$ cat src/hdl/emon_pkg.sv
/*
 * Shared constants and carriers for the E1 error counter and channel
 * monitor block. Assumes a single system clock and APB register access.
 */
package emon_pkg;

    // ==========================================================
    // Register indices (byte address is four times the index)
    localparam logic [7:0] REG_VIO_HIGH_IDX = 8'h00;
    localparam logic [7:0] REG_VIO_LOW_IDX = 8'h01;
    localparam logic [7:0] REG_ALIGN_HI_CRC_HI_IDX = 8'h02;
    localparam logic [7:0] REG_CRC_LOW_IDX = 8'h03;
    localparam logic [7:0] REG_ALIGN_LO_EBIT_HI_IDX = 8'h04;
    localparam logic [7:0] REG_EBIT_LOW_IDX = 8'h05;
    localparam logic [7:0] REG_CTRL_IDX = 8'h06;
    localparam logic [7:0] REG_TX_SEL_IDX = 8'h07;
    localparam logic [7:0] REG_RX_SEL_IDX = 8'h08;
    localparam logic [7:0] REG_TX_MON_IDX = 8'h09;
    localparam logic [7:0] REG_RX_MON_IDX = 8'h0a;

    // ==========================================================
    // Control register fields and reset values
    localparam int CTRL_PERIOD_SEL_BIT = 0;
    localparam int CTRL_VIO_MODE_BIT = 1;
    localparam int CTRL_HDB3_EN_BIT = 2;
    localparam int CTRL_W = 3;
    localparam logic [2:0] CTRL_RESET = 3'h0;
    localparam logic [4:0] CHAN_SEL_RESET = 5'h00;
    localparam logic [7:0] OCTET_RESET = 8'h00;

    // ==========================================================
    // Counter widths and byte-lane placement
    localparam int VIO_W = 16;
    localparam int CRC_W = 10;
    localparam int EBIT_W = 10;
    localparam int FAS_W = 12;
    localparam int BYTE_W = 8;
    localparam int SPLIT_HI_BITS = 2;
    localparam int FAS_HALF_W = 6;
    localparam int ADDR_W = 12;
    localparam int DATA_W = 32;
    localparam int CHAN_W = 5;

    // ==========================================================
    // Carriers
    typedef struct packed {
        logic mark_pos;
        logic mark_neg;
        logic hdb3_sub;
    } emon_line_s;

    typedef struct packed {
        logic loss_frame;
        logic loss_crc_mf;
        logic sync_lost;
        logic searching;
    } emon_sync_s;

    typedef struct packed {
        logic crc_err;
        logic ebit_valid;
        logic ebit_value;
        logic fas_err;
    } emon_frame_ev_s;

    typedef struct packed {
        logic valid;
        logic [4:0] slot;
        logic [7:0] data;
    } emon_octet_s;

endpackage

$ cat src/hdl/emon_top.sv
/*
 * E1 performance monitor: four saturating error counters latched each
 * period, plus transmit and receive channel monitors, behind APB.
 * Assumes framer events and period ticks are one-cycle pulses on
 * i_sys_clk; the period timer and framer live outside.
 */
// Design decision made here: the APB register port.
// Contract
// - Latch counts on selected period boundary
// - Latched counts stand for one period
// - Counters saturate, never wrap
// - 16-bit violation count at 0x00/0x01
// - Mode 0 counts same-polarity consecutive marks
// - HDB3 substitution violations not counted
// - Mode 1 counts same-polarity consecutive violations
// - Violation count always runs, saturates 65535
// - 10-bit CRC count at 0x02/0x03
// - CRC and E-bit hold on frame or CRC multiframe loss
// - E-bit counter counts zero E-bits
// - E-bit count at 0x04/0x05
// - 12-bit alignment count held on sync-lost
// - No alignment counting while searching
// - Alignment count split over 0x02/0x04
// - One transmit and one receive monitor
// - Copy selected transmit octet to monitor
`timescale 1ns/1ps
`default_nettype none

module emon_top
    import emon_pkg::*;
#(
    parameter int VIO_WIDTH = VIO_W,
    parameter int CRC_WIDTH = CRC_W,
    parameter int EBIT_WIDTH = EBIT_W,
    parameter int FAS_WIDTH = FAS_W
) (
    input wire logic i_sys_clk,
    input wire logic i_nrst,
    input wire logic i_psel,
    input wire logic i_penable,
    input wire logic i_pwrite,
    input wire logic [ADDR_W-1:0] i_paddr,
    input wire logic [DATA_W-1:0] i_pwdata,
    output logic [DATA_W-1:0] o_prdata,
    output logic o_pready,
    output logic o_pslverr,
    input wire logic i_tick_sec,
    input wire logic i_tick_sub,
    input wire emon_line_s i_line,
    input wire emon_sync_s i_sync,
    input wire emon_frame_ev_s i_frame_ev,
    input wire emon_octet_s i_tx_octet,
    input wire emon_octet_s i_rx_octet
);

    // ==========================================================
    // Control state
    logic [CTRL_W-1:0] ctrl_reg;
    logic [CHAN_W-1:0] tx_sel_reg;
    logic [CHAN_W-1:0] rx_sel_reg;
    logic period_sel;
    logic vio_mode;
    logic hdb3_en;

    assign period_sel = ctrl_reg[CTRL_PERIOD_SEL_BIT];
    assign vio_mode = ctrl_reg[CTRL_VIO_MODE_BIT];
    assign hdb3_en = ctrl_reg[CTRL_HDB3_EN_BIT];

    // ==========================================================
    // Period boundary
    logic boundary;

    assign boundary = period_sel ? i_tick_sub : i_tick_sec;

    // ==========================================================
    // Violation detection
    logic mark;
    logic mark_pol;
    logic have_mark_reg;
    logic last_pol_reg;
    logic have_bpv_reg;
    logic last_bpv_pol_reg;
    logic bipolar_violation;
    logic bpv_counted;
    logic cv;
    logic vio_inc;

    // A mark flagged on both rails at once is taken as positive
    assign mark = i_line.mark_pos || i_line.mark_neg;
    assign mark_pol = i_line.mark_pos;

    assign bipolar_violation = mark && have_mark_reg && (mark_pol == last_pol_reg);

    assign bpv_counted = bipolar_violation && !(hdb3_en && i_line.hdb3_sub);

    assign cv = bipolar_violation && have_bpv_reg && (mark_pol == last_bpv_pol_reg);

    // host matches mode to line code
    assign vio_inc = vio_mode ? cv : bpv_counted;

    always_ff @(posedge i_sys_clk or negedge i_nrst) begin
        if (!i_nrst) begin
            have_mark_reg <= 1'b0;
            last_pol_reg <= 1'b0;
        end else if (mark) begin
            have_mark_reg <= 1'b1;
            last_pol_reg <= mark_pol;
        end
    end

    always_ff @(posedge i_sys_clk or negedge i_nrst) begin
        if (!i_nrst) begin
            have_bpv_reg <= 1'b0;
            last_bpv_pol_reg <= 1'b0;
        end else if (bipolar_violation) begin
            have_bpv_reg <= 1'b1;
            last_bpv_pol_reg <= mark_pol;
        end
    end

    // ==========================================================
    // Accumulating counters
    logic [VIO_WIDTH-1:0] vio_count;
    logic [CRC_WIDTH-1:0] crc_count;
    logic [EBIT_WIDTH-1:0] ebit_count;
    logic [FAS_WIDTH-1:0] fas_count;
    logic crc_hold;
    logic fas_hold;
    logic ebit_inc;

    // hold on frame or CRC multiframe loss; CAS loss ignored
    assign crc_hold = i_sync.loss_frame || i_sync.loss_crc_mf;

    assign fas_hold = i_sync.sync_lost || i_sync.searching;

    assign ebit_inc = i_frame_ev.ebit_valid && !i_frame_ev.ebit_value;

    emon_sat_counter #(
        .W(VIO_WIDTH)
    ) u_vio_cnt (
        .i_sys_clk(i_sys_clk),
        .i_nrst(i_nrst),
        .i_inc(vio_inc),
        .i_hold(1'b0),
        .i_clear(boundary),
        .o_count(vio_count)
    );

    emon_sat_counter #(
        .W(CRC_WIDTH)
    ) u_crc_cnt (
        .i_sys_clk(i_sys_clk),
        .i_nrst(i_nrst),
        .i_inc(i_frame_ev.crc_err),
        .i_hold(crc_hold),
        .i_clear(boundary),
        .o_count(crc_count)
    );

    emon_sat_counter #(
        .W(EBIT_WIDTH)
    ) u_ebit_cnt (
        .i_sys_clk(i_sys_clk),
        .i_nrst(i_nrst),
        .i_inc(ebit_inc),
        .i_hold(crc_hold),
        .i_clear(boundary),
        .o_count(ebit_count)
    );

    emon_sat_counter #(
        .W(FAS_WIDTH)
    ) u_fas_cnt (
        .i_sys_clk(i_sys_clk),
        .i_nrst(i_nrst),
        .i_inc(i_frame_ev.fas_err),
        .i_hold(fas_hold),
        .i_clear(boundary),
        .o_count(fas_count)
    );

    // ==========================================================
    // Latched counts
    logic [VIO_W-1:0] vio_lat_reg;
    logic [CRC_W-1:0] crc_lat_reg;
    logic [EBIT_W-1:0] ebit_lat_reg;
    logic [FAS_W-1:0] fas_lat_reg;

    always_ff @(posedge i_sys_clk or negedge i_nrst) begin
        if (!i_nrst) begin
            vio_lat_reg <= '0;
            crc_lat_reg <= '0;
            ebit_lat_reg <= '0;
            fas_lat_reg <= '0;
        end else if (boundary) begin
            vio_lat_reg <= VIO_W'(vio_count);
            crc_lat_reg <= CRC_W'(crc_count);
            ebit_lat_reg <= EBIT_W'(ebit_count);
            fas_lat_reg <= FAS_W'(fas_count);
        end
    end

    // ==========================================================
    // Channel monitors
    logic [BYTE_W-1:0] tx_mon;
    logic [BYTE_W-1:0] rx_mon;

    emon_chan_monitor u_tx_mon (
        .i_sys_clk(i_sys_clk),
        .i_nrst(i_nrst),
        .i_sel(tx_sel_reg),
        .i_octet(i_tx_octet),
        .o_octet(tx_mon)
    );

    emon_chan_monitor u_rx_mon (
        .i_sys_clk(i_sys_clk),
        .i_nrst(i_nrst),
        .i_sel(rx_sel_reg),
        .i_octet(i_rx_octet),
        .o_octet(rx_mon)
    );

    // ==========================================================
    // APB access
    logic access;
    logic commit;
    logic [7:0] idx;
    logic aligned;
    logic in_map;
    logic [BYTE_W-1:0] rd_byte;
    logic rd_hit;

    // Fixed one wait state keeps the read mux off the bus path
    assign access = i_psel && i_penable;
    assign commit = access && o_pready;
    assign idx = 8'(i_paddr[ADDR_W-1:2]);
    // Full index compared so high address bits cannot alias a register
    assign in_map = (i_paddr[ADDR_W-1:2] <= (ADDR_W-2)'(REG_RX_MON_IDX));
    assign aligned = (i_paddr[1:0] == 2'b00) && in_map;

    function automatic logic is_mapped(input logic [7:0] a);
        is_mapped = (a <= REG_RX_MON_IDX);
    endfunction

    always_comb begin
        rd_byte = '0;
        rd_hit = 1'b1;
        if (idx == REG_VIO_HIGH_IDX) begin
            rd_byte = vio_lat_reg[VIO_W-1 -: BYTE_W];
        end else if (idx == REG_VIO_LOW_IDX) begin
            rd_byte = vio_lat_reg[BYTE_W-1:0];
        end else if (idx == REG_ALIGN_HI_CRC_HI_IDX) begin
            // alignment high half above CRC top bits
            rd_byte = {fas_lat_reg[FAS_W-1 -: FAS_HALF_W],
                       crc_lat_reg[CRC_W-1 -: SPLIT_HI_BITS]};
        end else if (idx == REG_CRC_LOW_IDX) begin
            rd_byte = crc_lat_reg[BYTE_W-1:0];
        end else if (idx == REG_ALIGN_LO_EBIT_HI_IDX) begin
            // E-bit top bits under alignment low half
            rd_byte = {fas_lat_reg[FAS_HALF_W-1:0],
                       ebit_lat_reg[EBIT_W-1 -: SPLIT_HI_BITS]};
        end else if (idx == REG_EBIT_LOW_IDX) begin
            rd_byte = ebit_lat_reg[BYTE_W-1:0];
        end else if (idx == REG_CTRL_IDX) begin
            rd_byte = BYTE_W'(ctrl_reg);
        end else if (idx == REG_TX_SEL_IDX) begin
            rd_byte = BYTE_W'(tx_sel_reg);
        end else if (idx == REG_RX_SEL_IDX) begin
            rd_byte = BYTE_W'(rx_sel_reg);
        end else if (idx == REG_TX_MON_IDX) begin
            rd_byte = tx_mon;
        end else if (idx == REG_RX_MON_IDX) begin
            rd_byte = rx_mon;
        end else begin
            rd_hit = 1'b0;
        end
    end

    always_ff @(posedge i_sys_clk or negedge i_nrst) begin
        if (!i_nrst) begin
            o_pready <= 1'b0;
        end else begin
            o_pready <= access && !o_pready;
        end
    end

    always_ff @(posedge i_sys_clk or negedge i_nrst) begin
        if (!i_nrst) begin
            o_prdata <= '0;
            o_pslverr <= 1'b0;
        end else if (access && !o_pready) begin
            o_prdata <= (!i_pwrite && rd_hit && aligned) ? DATA_W'(rd_byte) : '0;
            o_pslverr <= !(aligned && is_mapped(idx) && rd_hit);
        end else begin
            o_prdata <= '0;
            o_pslverr <= 1'b0;
        end
    end

    // Writes to the count and monitor registers are silently ignored
    always_ff @(posedge i_sys_clk or negedge i_nrst) begin
        if (!i_nrst) begin
            ctrl_reg <= CTRL_RESET;
        end else if (commit && i_pwrite && aligned && idx == REG_CTRL_IDX) begin
            ctrl_reg <= i_pwdata[CTRL_W-1:0];
        end
    end

    always_ff @(posedge i_sys_clk or negedge i_nrst) begin
        if (!i_nrst) begin
            tx_sel_reg <= CHAN_SEL_RESET;
        end else if (commit && i_pwrite && aligned && idx == REG_TX_SEL_IDX) begin
            tx_sel_reg <= i_pwdata[CHAN_W-1:0];
        end
    end

    always_ff @(posedge i_sys_clk or negedge i_nrst) begin
        if (!i_nrst) begin
            rx_sel_reg <= CHAN_SEL_RESET;
        end else if (commit && i_pwrite && aligned && idx == REG_RX_SEL_IDX) begin
            rx_sel_reg <= i_pwdata[CHAN_W-1:0];
        end
    end

endmodule // emon_top

`default_nettype wire

$ cat src/hdl/emon_sat_counter.sv
/*
 * Saturating event counter with hold and period clear.
 * Assumes single-cycle event pulses synchronous to the system clock.
 */
`timescale 1ns/1ps
`default_nettype none

module emon_sat_counter #(
    parameter int W = 16
) (
    input wire logic i_sys_clk,
    input wire logic i_nrst,
    input wire logic i_inc,
    input wire logic i_hold,
    input wire logic i_clear,
    output logic [W-1:0] o_count
);

    // ==========================================================
    // Counting
    localparam logic [W-1:0] MAX = '1;
    localparam logic [W-1:0] ONE = W'(1);
    logic inc_ok;
    assign inc_ok = i_inc && !i_hold;

    always_ff @(posedge i_sys_clk or negedge i_nrst) begin
        if (!i_nrst) begin
            o_count <= '0;
        end else if (i_clear) begin
            // An event on the boundary opens the new period
            o_count <= inc_ok ? ONE : '0;
        end else if (inc_ok && o_count != MAX) begin
            o_count <= o_count + ONE;
        end
    end

endmodule // emon_sat_counter

`default_nettype wire

$ cat src/hdl/emon_chan_monitor.sv
/*
 * Captures the octet of one selected 64 kbit/s channel.
 * Assumes the framer presents each timeslot octet with a valid pulse.
 */
`timescale 1ns/1ps
`default_nettype none

module emon_chan_monitor
    import emon_pkg::*;
(
    input wire logic i_sys_clk,
    input wire logic i_nrst,
    input wire logic [CHAN_W-1:0] i_sel,
    input wire emon_octet_s i_octet,
    output logic [BYTE_W-1:0] o_octet
);

    // ==========================================================
    // Channel match: channel number is timeslot plus one
    logic [CHAN_W-1:0] chan_num;
    assign chan_num = i_octet.slot + CHAN_W'(1);

    always_ff @(posedge i_sys_clk or negedge i_nrst) begin
        if (!i_nrst) begin
            o_octet <= OCTET_RESET;
        end else if (i_octet.valid && chan_num == i_sel) begin
            o_octet <= i_octet.data;
        end
    end

endmodule // emon_chan_monitor

`default_nettype wire

$ cat config.mk
export PLATFORM = sky130hd
export DESIGN_NAME = emon_top
export DESIGN_NICKNAME = d
export VERILOG_FILES = /design/src/hdl/emon_pkg.sv /design/src/hdl/emon_top.sv /design/src/hdl/emon_sat_counter.sv /design/src/hdl/emon_chan_monitor.sv
export SDC_FILE = /design/constraint.sdc
export NUM_CORES = 1
export LEC_CHECK = 0
export BUFFER_PORTS_ARGS = -buffer_cell sky130_fd_sc_hd__buf_4
export CORE_MARGIN = 4
export CORE_UTILIZATION = 45
export CTS_BUF_LIST = sky130_fd_sc_hd__clkbuf_16
export DETAILED_ROUTE_END_ITERATION = 10
export GPL_TIMING_DRIVEN = 0
export PLACE_DENSITY_LB_ADDON = 0.08
export RECOVER_POWER = 25
export SLEW_MARGIN = 5
export SYNTH_ARGS = -nofsm -noshare
export SYNTH_HDL_FRONTEND = slang
export SYNTH_SLANG_ARGS = --single-unit
$ cat constraint.sdc
create_clock -name i_sys_clk -period 2.05 [get_ports i_sys_clk]
set_input_delay 0.3075 -clock i_sys_clk [delete_from_list [all_inputs] [get_ports i_sys_clk]]
set_output_delay 0.3075 -clock i_sys_clk [all_outputs]
set_load 0.02 [all_outputs]
======== Word-level counts from Yosys, hierarchy flattened ========
Index checks and enable logic that the tools add are counted.
operators by class
  add/sub/neg operators ................... 6
  multiply operators ...................... 0
  divide/modulo/power cells ............... 0
  order comparisons ....................... 2
  eq/ne operators ......................... 18
  shifts and indexed selects .............. 0
  multiplexer cells ....................... 39
  bitwise logic cells ..................... 0
  reductions and logical operators ........ 45
operators with widths
  kind                                                                     count
  8-bit two-way mux                                                        13
  10-bit two-way mux                                                       4
  8-bit by 3-bit == test with 1-bit output (second input constant)         4
  16-bit two-way mux                                                       2
  1-bit logical AND                                                        29
  8-bit by 4-bit == test with 1-bit output (second input constant)         3
  12-bit two-way mux                                                       2
  10-bit by 1-bit adder with 10-bit output (second input constant)         2
  10-bit inequality test (second input constant)                           2
  1-bit two-way mux                                                        18
  16-bit by 1-bit adder with 16-bit output (second input constant)         1
  8-bit by 2-bit == test with 1-bit output (second input constant)         2
  16-bit inequality test (second input constant)                           1
  12-bit by 1-bit adder with 12-bit output (second input constant)         1
  12-bit inequality test (second input constant)                           1
  5-bit by 1-bit adder with 5-bit output (second input constant)           2
  5-bit == test                                                            2
  10-bit by 4-bit <= comparator with 1-bit output (second input constant)  1
  8-bit by 1-bit == test with 1-bit output (second input constant)         1
  8-bit by 4-bit <= comparator with 1-bit output (second input constant)   1
  8-bit zero test                                                          1
  2-bit nonzero test                                                       4
  1-bit zero test                                                          7
  1-bit logical OR                                                         3
  2 further kinds                                                          3
word-level totals
  bits in registers ....................... 163
  latch bits .............................. 0
  memory bits (writable) .................. 0
  bits in read-only memories .............. 0
  output and inout bits ................... 34
  logic and storage cells ................. 130
  memories ................................ 0

======== Longest topological paths before layout ========
Gate-level depths: netlist of the first run.
  word-level depth ........................ 16
  mapped depth ............................ 8
  gate-level depth less buffers ........... 7

======== Modules after synthesis ========
From an unflattened synthesis of the first run, not the netlist that was laid out.
unflattened totals
  cell total of the unflattened synthesis .. 702
  area, all modules ....................... 7512.2 um^2
modules (own cells, without submodules)
  module                            times used  cells an instance  area each (um^2)  seq. area each (um^2)
  emon_top                          1           339                3916.3            1876.8
  emon_sat_counter (u_crc_cnt ...)  2           66                 591.8             250.2
  emon_sat_counter (u_vio_cnt)      1           101                937.1             400.4
  emon_chan_monitor                 2           29                 409.1             200.2
  emon_sat_counter (u_fas_cnt)      1           72                 656.9             300.3

======== Least setup slack after synthesis of the first run ========
OpenSTA, ideal clock, no wires.
  path type ............................... input-to-reg
  start ................................... input i_paddr[7]
  end ..................................... register o_prdata[3]
  library setup time ...................... 0.123 ns
  arrival ................................. 1.703 ns
  data required time ...................... 1.927 ns
  slack ................................... 0.224 ns
  stages on the path ...................... 5
  path buffers ............................ 1
  cells stage by stage .................... or4_1 buf_2 nor3_1 nand2_1 o221a_1
between the ends
  word-level cells in the longest chain between the ends .. 16
  elaborated cells between the ends (all ways) .. 39
  those cells by class .................... order compare (1); eq/ne (10); mux (24); reduce/logical (4)
ends and longest elaborated chain
  element                                   line             text
  start: declaration                        emon_top.sv:42   input wire logic [ADDR_W-1:0] i_paddr,
  8-bit by 4-bit == test with 1-bit output  emon_top.sv:273  end else if (idx == REG_RX_MON_IDX) begin
  1-bit two-way mux                         emon_top.sv:273
  1-bit two-way mux                         emon_top.sv:271  end else if (idx == REG_TX_MON_IDX) begin
  1-bit two-way mux                         emon_top.sv:269  end else if (idx == REG_RX_SEL_IDX) begin
  1-bit two-way mux                         emon_top.sv:267  end else if (idx == REG_TX_SEL_IDX) begin
  1-bit two-way mux                         emon_top.sv:265  end else if (idx == REG_CTRL_IDX) begin
  1-bit two-way mux                         emon_top.sv:263  end else if (idx == REG_EBIT_LOW_IDX) begin
  1-bit two-way mux                         emon_top.sv:259  end else if (idx == REG_ALIGN_LO_EBIT_HI_IDX) begin
  1-bit two-way mux                         emon_top.sv:257  end else if (idx == REG_CRC_LOW_IDX) begin
  1-bit two-way mux                         emon_top.sv:253  end else if (idx == REG_ALIGN_HI_CRC_HI_IDX) begin
  1-bit two-way mux                         emon_top.sv:251  end else if (idx == REG_VIO_LOW_IDX) begin
  1-bit two-way mux                         emon_top.sv:249  if (idx == REG_VIO_HIGH_IDX) begin
  1-bit logical AND (2 in a row)            emon_top.sv:293  o_prdata <= (!i_pwrite && rd_hit && aligned) ? DATA_W'(rd_byte) : '0;
  8-bit two-way mux (*)                     emon_top.sv:293
  8-bit two-way mux (*)                     emon_top.sv:292  end else if (access && !o_pready) begin
  end signal: assignment                    emon_top.sv:293
  end: declaration                          emon_top.sv:44   output logic [DATA_W-1:0] o_prdata,
Every way passes the cells marked *; elsewhere a longest branch is shown, timed or not.
A chain may end at the register's enable or synchronous reset.

======== Worst setup path in the final report of the first run ========
  start ................................... register u_fas_cnt.o_count[0]
  end ..................................... register u_fas_cnt.o_count[9]
between the ends
  word-level cells in the longest chain between the ends .. 3
  elaborated cells between the ends (all ways) .. 6
  those cells by class .................... add/sub (1); eq/ne (1); mux (2); reduce/logical (2)
ends and longest elaborated chain
  element                                                                             line                                            text
  start: declaration                                                                  emon_sat_counter.sv:16                          output logic [W-1:0] o_count
  start signal: assignment                                                            emon_sat_counter.sv:31                          o_count <= inc_ok ? ONE : '0;
  start signal: assignment                                                            emon_sat_counter.sv:33                          o_count <= o_count + ONE;
  12-bit by 1-bit adder with 12-bit output or 12-bit inequality test (tied branches)  emon_sat_counter.sv:33, emon_sat_counter.sv:32
  12-bit two-way mux or 1-bit logical AND (tied branches)                             emon_sat_counter.sv:32                          end else if (inc_ok && o_count != MAX) begin
  12-bit two-way mux or 2-bit nonzero test (tied branches)                            --
Parallel ways exist; a longest one is shown, timed or not. The select of a mux whose other input is x is not followed.

==> results.json, run 1 <==
{
  "tightestPinTransition_ns": 1.04,
  "drive_gt1_share_pct": 21.6,
  "min-delay-start": "i_tx_octet[7]",
  "clock_latency_ns": 0.42,
  "reg2reg_depth": 7,
  "dieArea_mm2": 0.0182,
  "htreeDepth": 4,
  "hp-class": "input port to flop",
  "cp_max_fo": 10,
  "grtUsageMet3_pct": 5.40,
  "finalWirelength_um": 19900,
  "power.total_mw": 6.56,
  "gr-usage-met1_pct": 30.9,
  "r2r-start": "u_fas_cnt.o_count[0]",
  "start_util_pct": 45.8,
  "fin_crit_sh_pct": 96.0,
  "yosys_most_used_dff": "dfrtp_1",
  "critPathKind": "flop to flop",
  "ys_ff_latch": 139,
  "cts_tree": "yes",
  "min_period_ns": 1.97,
  "initialDrtViolationCount": 506,
  "num_io_pins": 124,
  "run_status": "completed",
  "area_growth_pct": 21.9,
  "grt_pass1_wl_um": 32100,
  "clock-root-buffer": "clkbuf_16",
  "cts_max_path_buffers": 2,
  "r2r-end": "u_fas_cnt.o_count[9]",
  "syn_inst": 782,
  "crit_slowest_cell": "dfrtp_1",
  "pwr_density_cell_mw_per_mm2": 742,
  "synth_edf_count": 0,
  "drt_pass1_iterations": 7,
  "cts_sinks": 139,
  "rrSetupSlack_ns": 0.08,
  "place_hpwl_um": 14800,
  "mappedNetlistArea_mm2": 0.00726,
  "tritoncts.num_buffers": 17,
  "ant_nets": 0,
  "portBuffers": 71,
  "grt_pass1_vias": 6140,
  "core.rowCount": 46,
  "final-setup-viol-count": 0,
  "nNetsFinal": 995,
  "floorplan.die.width_um": 135,
  "synth.avg_cell_area_um2": 9.28,
  "holdPathEnd": "u_tx_mon.o_octet[7]",
  "cp_slowest_stage_delay_ns": 0.42,
  "leakage_nw": 4.10,
  "synth_cell_types": 66,
  "finalHoldViolations": 0,
  "drv_slew": 0,
  "gr-usage-met2_pct": 35.0,
  "diodes": 0,
  "wl_per_cell_um": 17.7,
  "cp_cell_sequence": "ha_1 -> nand4_1 -> o31ai_4 -> buf_4 -> nor4_1 -> xnor2_1 -> nor2_1",
  "hold_path_depth": 2,
  "drv_cap": 0,
  "die_h_um": 135,
  "gp_congestion": 0.901,
  "fmax_mhz": 508,
  "end_kind": "flop",
  "synth_seq_area_share_pct": 47.9,
  "clk_pin_slew_ns": 0.06,
  "core_mm2": 0.0158,
  "ys_async_sr_fraction_pct": 100,
  "startpoint_type": "flop",
  "max_slew_margin_pct": 30.7,
  "yosysWarnings": 0,
  "irDropWorstVdd_uv": 590,
  "fin_skew_ns": 0.0152,
  "via_per_inst": 5.44,
  "crit_arrival_ns": 2.25,
  "grt-ovfl-total": 0,
  "remaining_drc_errors": 0,
  "grt_start_max_net_pins": 75,
  "grtUsageTotal_pct": 22.4,
  "num_vias": 6131,
  "place_inst": 1093,
  "grt-busiest-layer": "met2",
  "stdcell_count": 1128,
  "grt_antenna_before_repair": 0,
  "utilization_pct": 55.9,
  "required_ns": 2.33
}
==> power by group <==
| part | total (mW) | switching (mW) | internal (mW) |
|---|---|---|---|
| combinational | 0.688 | 0.388 | 0.300 |
| sequential | 2.95 | 0.0903 | 2.86 |
| clock | 2.92 | 1.16 | 1.76 |
| total | 6.56 | 1.64 | 4.92 |
==> cell usage after synthesis (4+ instances only) <==
cell type  count  share of area [%]
ha_1           6                1.0
nor4_1         5               0.43
clkbuf_1      20                1.0
nor2_1        62                3.2
or3_1          9               0.78
nor3_1        10               0.69
nand2_1      182                9.4
buf_4         25                2.6
a21oi_1       23                1.6
a211oi_1       4               0.41
o211ai_1       7               0.72
nand3_1       31                2.1
dfrtp_1      139                 48
o22ai_1        4               0.34
inv_1         17               0.88
nand2b_1       6               0.52
nor2b_1        8               0.69
o21ai_0       31                2.1
nand4b_1       4               0.48
xor2_1        22                2.7
mux2_2        31                4.8
xnor2_1       23                2.8
nand4_1       16                1.4
and3_1         5               0.43
mux2i_1       14                1.9
a31oi_1        5               0.43
buf_2         12               0.83
==> routing by layer <==
metal / up-vias / routed length, µm
li1: 2881 / -
met1: 2965 / 8780
met2: 246 / 9250
met3: 39 / 1370
met4: 0 / 517
met5: - / 0
==> cells by family (layout without fill, tap and decap cells) <==
logic type,Yosys count,in the layout,synth area share [%]
and+or+nand+nor,361,361,22.9
xor gates and xnor gates,45,45,5.43
buffers and inverters,77,184,5.48
AOI/OAI and AO/OA,106,106,9.85
muxes,47,47,7.36
adders and majority gates,6,6,1.03
DFF,139,139,47.9
other,1,24,0.0517
==> layout by cell type, fill, tap and decap left out, types with 5 or more instances in the layout <==
cell type,count
o211ai_1,7
mux2_2,31
ha_1,6
nor2_1,61
mux2i_1,14
buf_4,99
nand2_1,182
clkinvlp_4,5
nor2b_1,8
dfrtp_1,137
buf_2,10
a21oi_1,23
or3_1,9
nor3_1,7
a31oi_1,5
clkbuf_16,17
inv_1,19
and3_1,5
xor2_1,22
o21ai_0,31
conb_1,24
nand4_1,16
xnor2_1,23
nand2b_1,6
clkbuf_1,17
nand3_1,31
==> final cells by class <==
class                           instances  area (µm²)
Fill cell                            1451        6980
Multi-Input combinational cell        589        3540
Sequential cell                       139        3480
Timing Repair Buffer                   75         586
Clock buffer                           17         425
Buffer                                 60         343
Tap cell                              216         270
Clock inverter                         15         134
Inverter                               17        63.8
==> per-stage QoR <==
stage	hold WS (ns)	instance area (µm²)	setup slack, ns	TNS, ns
2_1_floorplan	0.0119	7340	0.224	0
4_1_cts	0.0959	8780	0.00118	0
3_5_place_dp	0.378	8180	-0.472	-6.07
5_1_grt	0.0984	8850	-0.00950	-0.0185
6_report	0.113	8850	0.0823	0
3_3_place_gp	0.451	8150	-0.443	-4.19
==> worst max-delay path, delay by kind of cell, from the launching register on <==
kind / cells / cell delay (ns)
xor gates and xnor gates: 1 / 0.18
AOI/OAI and AO/OA: 1 / 0.11
buffers and inverters: 1 / 0.23
and+or+nand+nor: 3 / 0.65
DFF: 1 / 0.42
adders and majority gates: 1 / 0.25
==> worst max-delay path by stage <==
| stage | startpoint | to | cells past startpoint |
|---|---|---|---|
| finish | u_fas_cnt.o_count[0] | u_fas_cnt.o_count[9] | 7 |
| global route | u_ebit_cnt.o_count[0] | u_ebit_cnt.o_count[9] | 8 |
| CTS | last_pol_reg | u_vio_cnt.o_count[15] | 6 |
| detailed placement | i_paddr[7] | o_prdata[5] | 8 |
| global placement | i_paddr[7] | o_prdata[5] | 8 |
| floorplan | i_paddr[7] | o_prdata[3] | 5 |
==> what timing repair did <==
item                                   4_1_cts  5_1_grt
gates cloned                                 0        0
hold buffers                                 1        0
buffers inserted                             0        2
pin swaps                                    0        5
endpoints found under the hold margin       73        0
setup endpoints to repair                   26       41
resized for setup                            6       19
(Power assumes the default switching activity.)
==> inputs of run 2 (changes only) <==
- BUFFER_PORTS_ARGS: -buffer_cell sky130_fd_sc_hd__buf_4 -> unset
- CORE_ASPECT_RATIO: unset -> 1.1
- DONT_BUFFER_PORTS: unset -> 1
- SLEW_MARGIN: 5 -> 15
==> run 2 against run 1 <==
Sequential power barely moved. Die area is essentially flat. Hold slack worse by 0.54 ns. Sequential share of layout area increased by 2.5 points. Maximum frequency increased by 0.51%. The flow now finishes with violations (negative hold slack). Setup slack improved by 0.010 ns. Total power decreased by 0.72%. Via count fell by 5.9%. Final cell count decreased by 7.4%. Critical endpoint is now o_prdata[5]. Count of clock-buffer cells in the layout unchanged. Register-to-register slack better by 0.05 ns.
==> results.json, run 2 (same netlist as run 1, synthesis figures left out) <==
{
  "cts_tree": "yes",
  "clk_pin_slew_ns": 0.06,
  "startpoint": "i_paddr[7]",
  "layout_common_cells": "nand2_1 (182), dfrtp_1 (139), nor2_1 (62)",
  "required_ns": 2.32,
  "die_h_um": 141,
  "area_growth_pct": 14.5,
  "violations": "negative hold slack",
  "via_per_inst": 5.52,
  "floorplan.die.width_um": 129,
  "grtUsageTotal_pct": 21.8,
  "finalHoldWorstSlack_ns": -0.424,
  "cp_cell_sequence": "or4_1 -> buf_2 -> nor2_1 -> a32oi_1 -> o21ai_0 -> a21oi_1 -> a211oi_1",
  "crit_end": "o_prdata[5]",
  "irDropWorstVdd_uv": 571,
  "leakage_nw": 3.80,
  "r2r-start": "u_crc_cnt.o_count[0]",
  "gp_congestion": 0.910,
  "pre_cts_ws_ns": -0.351,
  "cts_max_path_buffers": 2,
  "grt-ovfl-total": 0,
  "ant_nets": 0,
  "critPathKind": "input port to flop",
  "crit_slowest_cell": "or4_1",
  "grt_pass1_wl_um": 30700,
  "rrSetupSlack_ns": 0.13,
  "clock_latency_ns": 0.42,
  "wl_per_cell_um": 18.3,
  "drive_gt1_share_pct": 14.7,
  "place_inst": 1005,
  "final-setup-viol-count": 0,
  "grt_pass1_vias": 5649,
  "remaining_drc_errors": 0,
  "portBuffers": 0,
  "num_vias": 5768,
  "drv_cap": 0,
  "cp_slowest_stage_delay_ns": 0.54,
  "min_period_ns": 1.96,
  "end_kind": "flop",
  "htreeDepth": 4,
  "place_hpwl_um": 14200,
  "cp_top_family": "compound AO/OA/AOI/OAI gates",
  "start_util_pct": 46.1,
  "cp_num_buf_inv": 1,
  "initialDrtViolationCount": 445,
  "final_common_cell": "nand2_1",
  "drt_pass1_iterations": 5,
  "nNetsFinal": 928,
  "fmax_mhz": 511,
  "r2r-end": "u_crc_cnt.o_count[9]",
  "core.rowCount": 48,
  "core_mm2": 0.0157,
  "startpoint_type": "input port",
  "stdcell_count": 1045,
  "worst-path-stages": 7,
  "tritoncts.num_buffers": 17,
  "setup_slack_ns": 0.0923,
  "drv_slew": 0,
  "tightestPinTransition_ns": 0.811,
  "pwr_density_cell_mw_per_mm2": 785,
  "max_slew_margin_pct": 45.5,
  "crit_arrival_ns": 2.23,
  "cts_sinks": 139,
  "finalHoldViolations": 139,
  "grt_antenna_before_repair": 0,
  "diodes": 0,
  "dieArea_mm2": 0.0182,
  "run_status": "finished, violations left",
  "reg2reg_depth": 7,
  "num_io_pins": 124,
  "ctsHoldBuffers": 2,
  "finalWirelength_um": 19100,
  "fin_skew_ns": 0.00982,
  "cp_max_fo": 6,
  "hp-class": "input port to asynchronous set/reset pin",
  "fin_crit_sh_pct": 95.5,
  "clock-root-buffer": "clkbuf_16",
  "grt_start_max_net_pins": 140
}
==> run 2: worst min-delay path by stage <==
stage / to / startpoint / slack, ns
2_1_floorplan: crc_lat_reg[0] / i_nrst / 0.01
4_1_cts: rx_sel_reg[1] / i_nrst / -0.44
3_3_place_gp: rx_sel_reg[1] / i_nrst / 0.02
5_1_grt: rx_sel_reg[1] / i_nrst / -0.45
6_report: rx_sel_reg[1] / i_nrst / -0.42
3_5_place_dp: rx_sel_reg[1] / i_nrst / 0.02
==> run 2: per-layer routing <==
metal	part of all wire, %	up-vias	global-route usage [%]
li1	-	2758	-
met1	45	2795	30.1
met2	47	189	33.3
met3	6.5	26	5.80
met4	2.1	0	7.46
met5	0	-	0
==> run 2: timing repair <==
item	4_1_cts	5_1_grt
resized for setup	3	12
setup buffers	0	6
gates cloned	0	0
hold endpoints to repair	141	139
setup endpoints to repair	9	64
pin swaps	0	6
==> run 2: through the flow <==
stage | setup TNS, ns | util (%) | instance area (µm²) | total power, mW | hold WS, ns
2_1_floorplan | 0 | - | 7340 | 3.37 | 0.0119
3_3_place_gp | -1.81 | 48.3 | 7590 | 3.48 | 0.0173
3_5_place_dp | -2.25 | 48.3 | 7590 | 3.49 | 0.0173
4_1_cts | 0 | 52.2 | 8220 | 6.57 | -0.441
5_1_grt | -0.00124 | 52.8 | 8310 | 6.80 | -0.454
6_report | 0 | 52.8 | 8310 | 6.52 | -0.424
==> run 2: area by class of cell <==
| class | instances | area (µm²) |
|---|---|---|
| Multi-Input combinational cell | 589 | 3520 |
| Sequential cell | 139 | 3480 |
| Buffer | 60 | 342 |
| Fill cell | 1446 | 7430 |
| Clock inverter | 15 | 160 |
| Timing Repair Buffer | 8 | 65.1 |
| Clock buffer | 17 | 425 |
| Tap cell | 200 | 250 |
| Inverter | 17 | 63.8 |
==> run 2: where the power goes <==
part	total, mW	internal, mW	switching [mW]	leakage (nW)
sequential	2.96	2.86	0.0937	1.89
clock	3.05	1.89	1.16	0.300
combinational	0.515	0.224	0.290	1.60
total	6.52	4.98	1.54	3.80
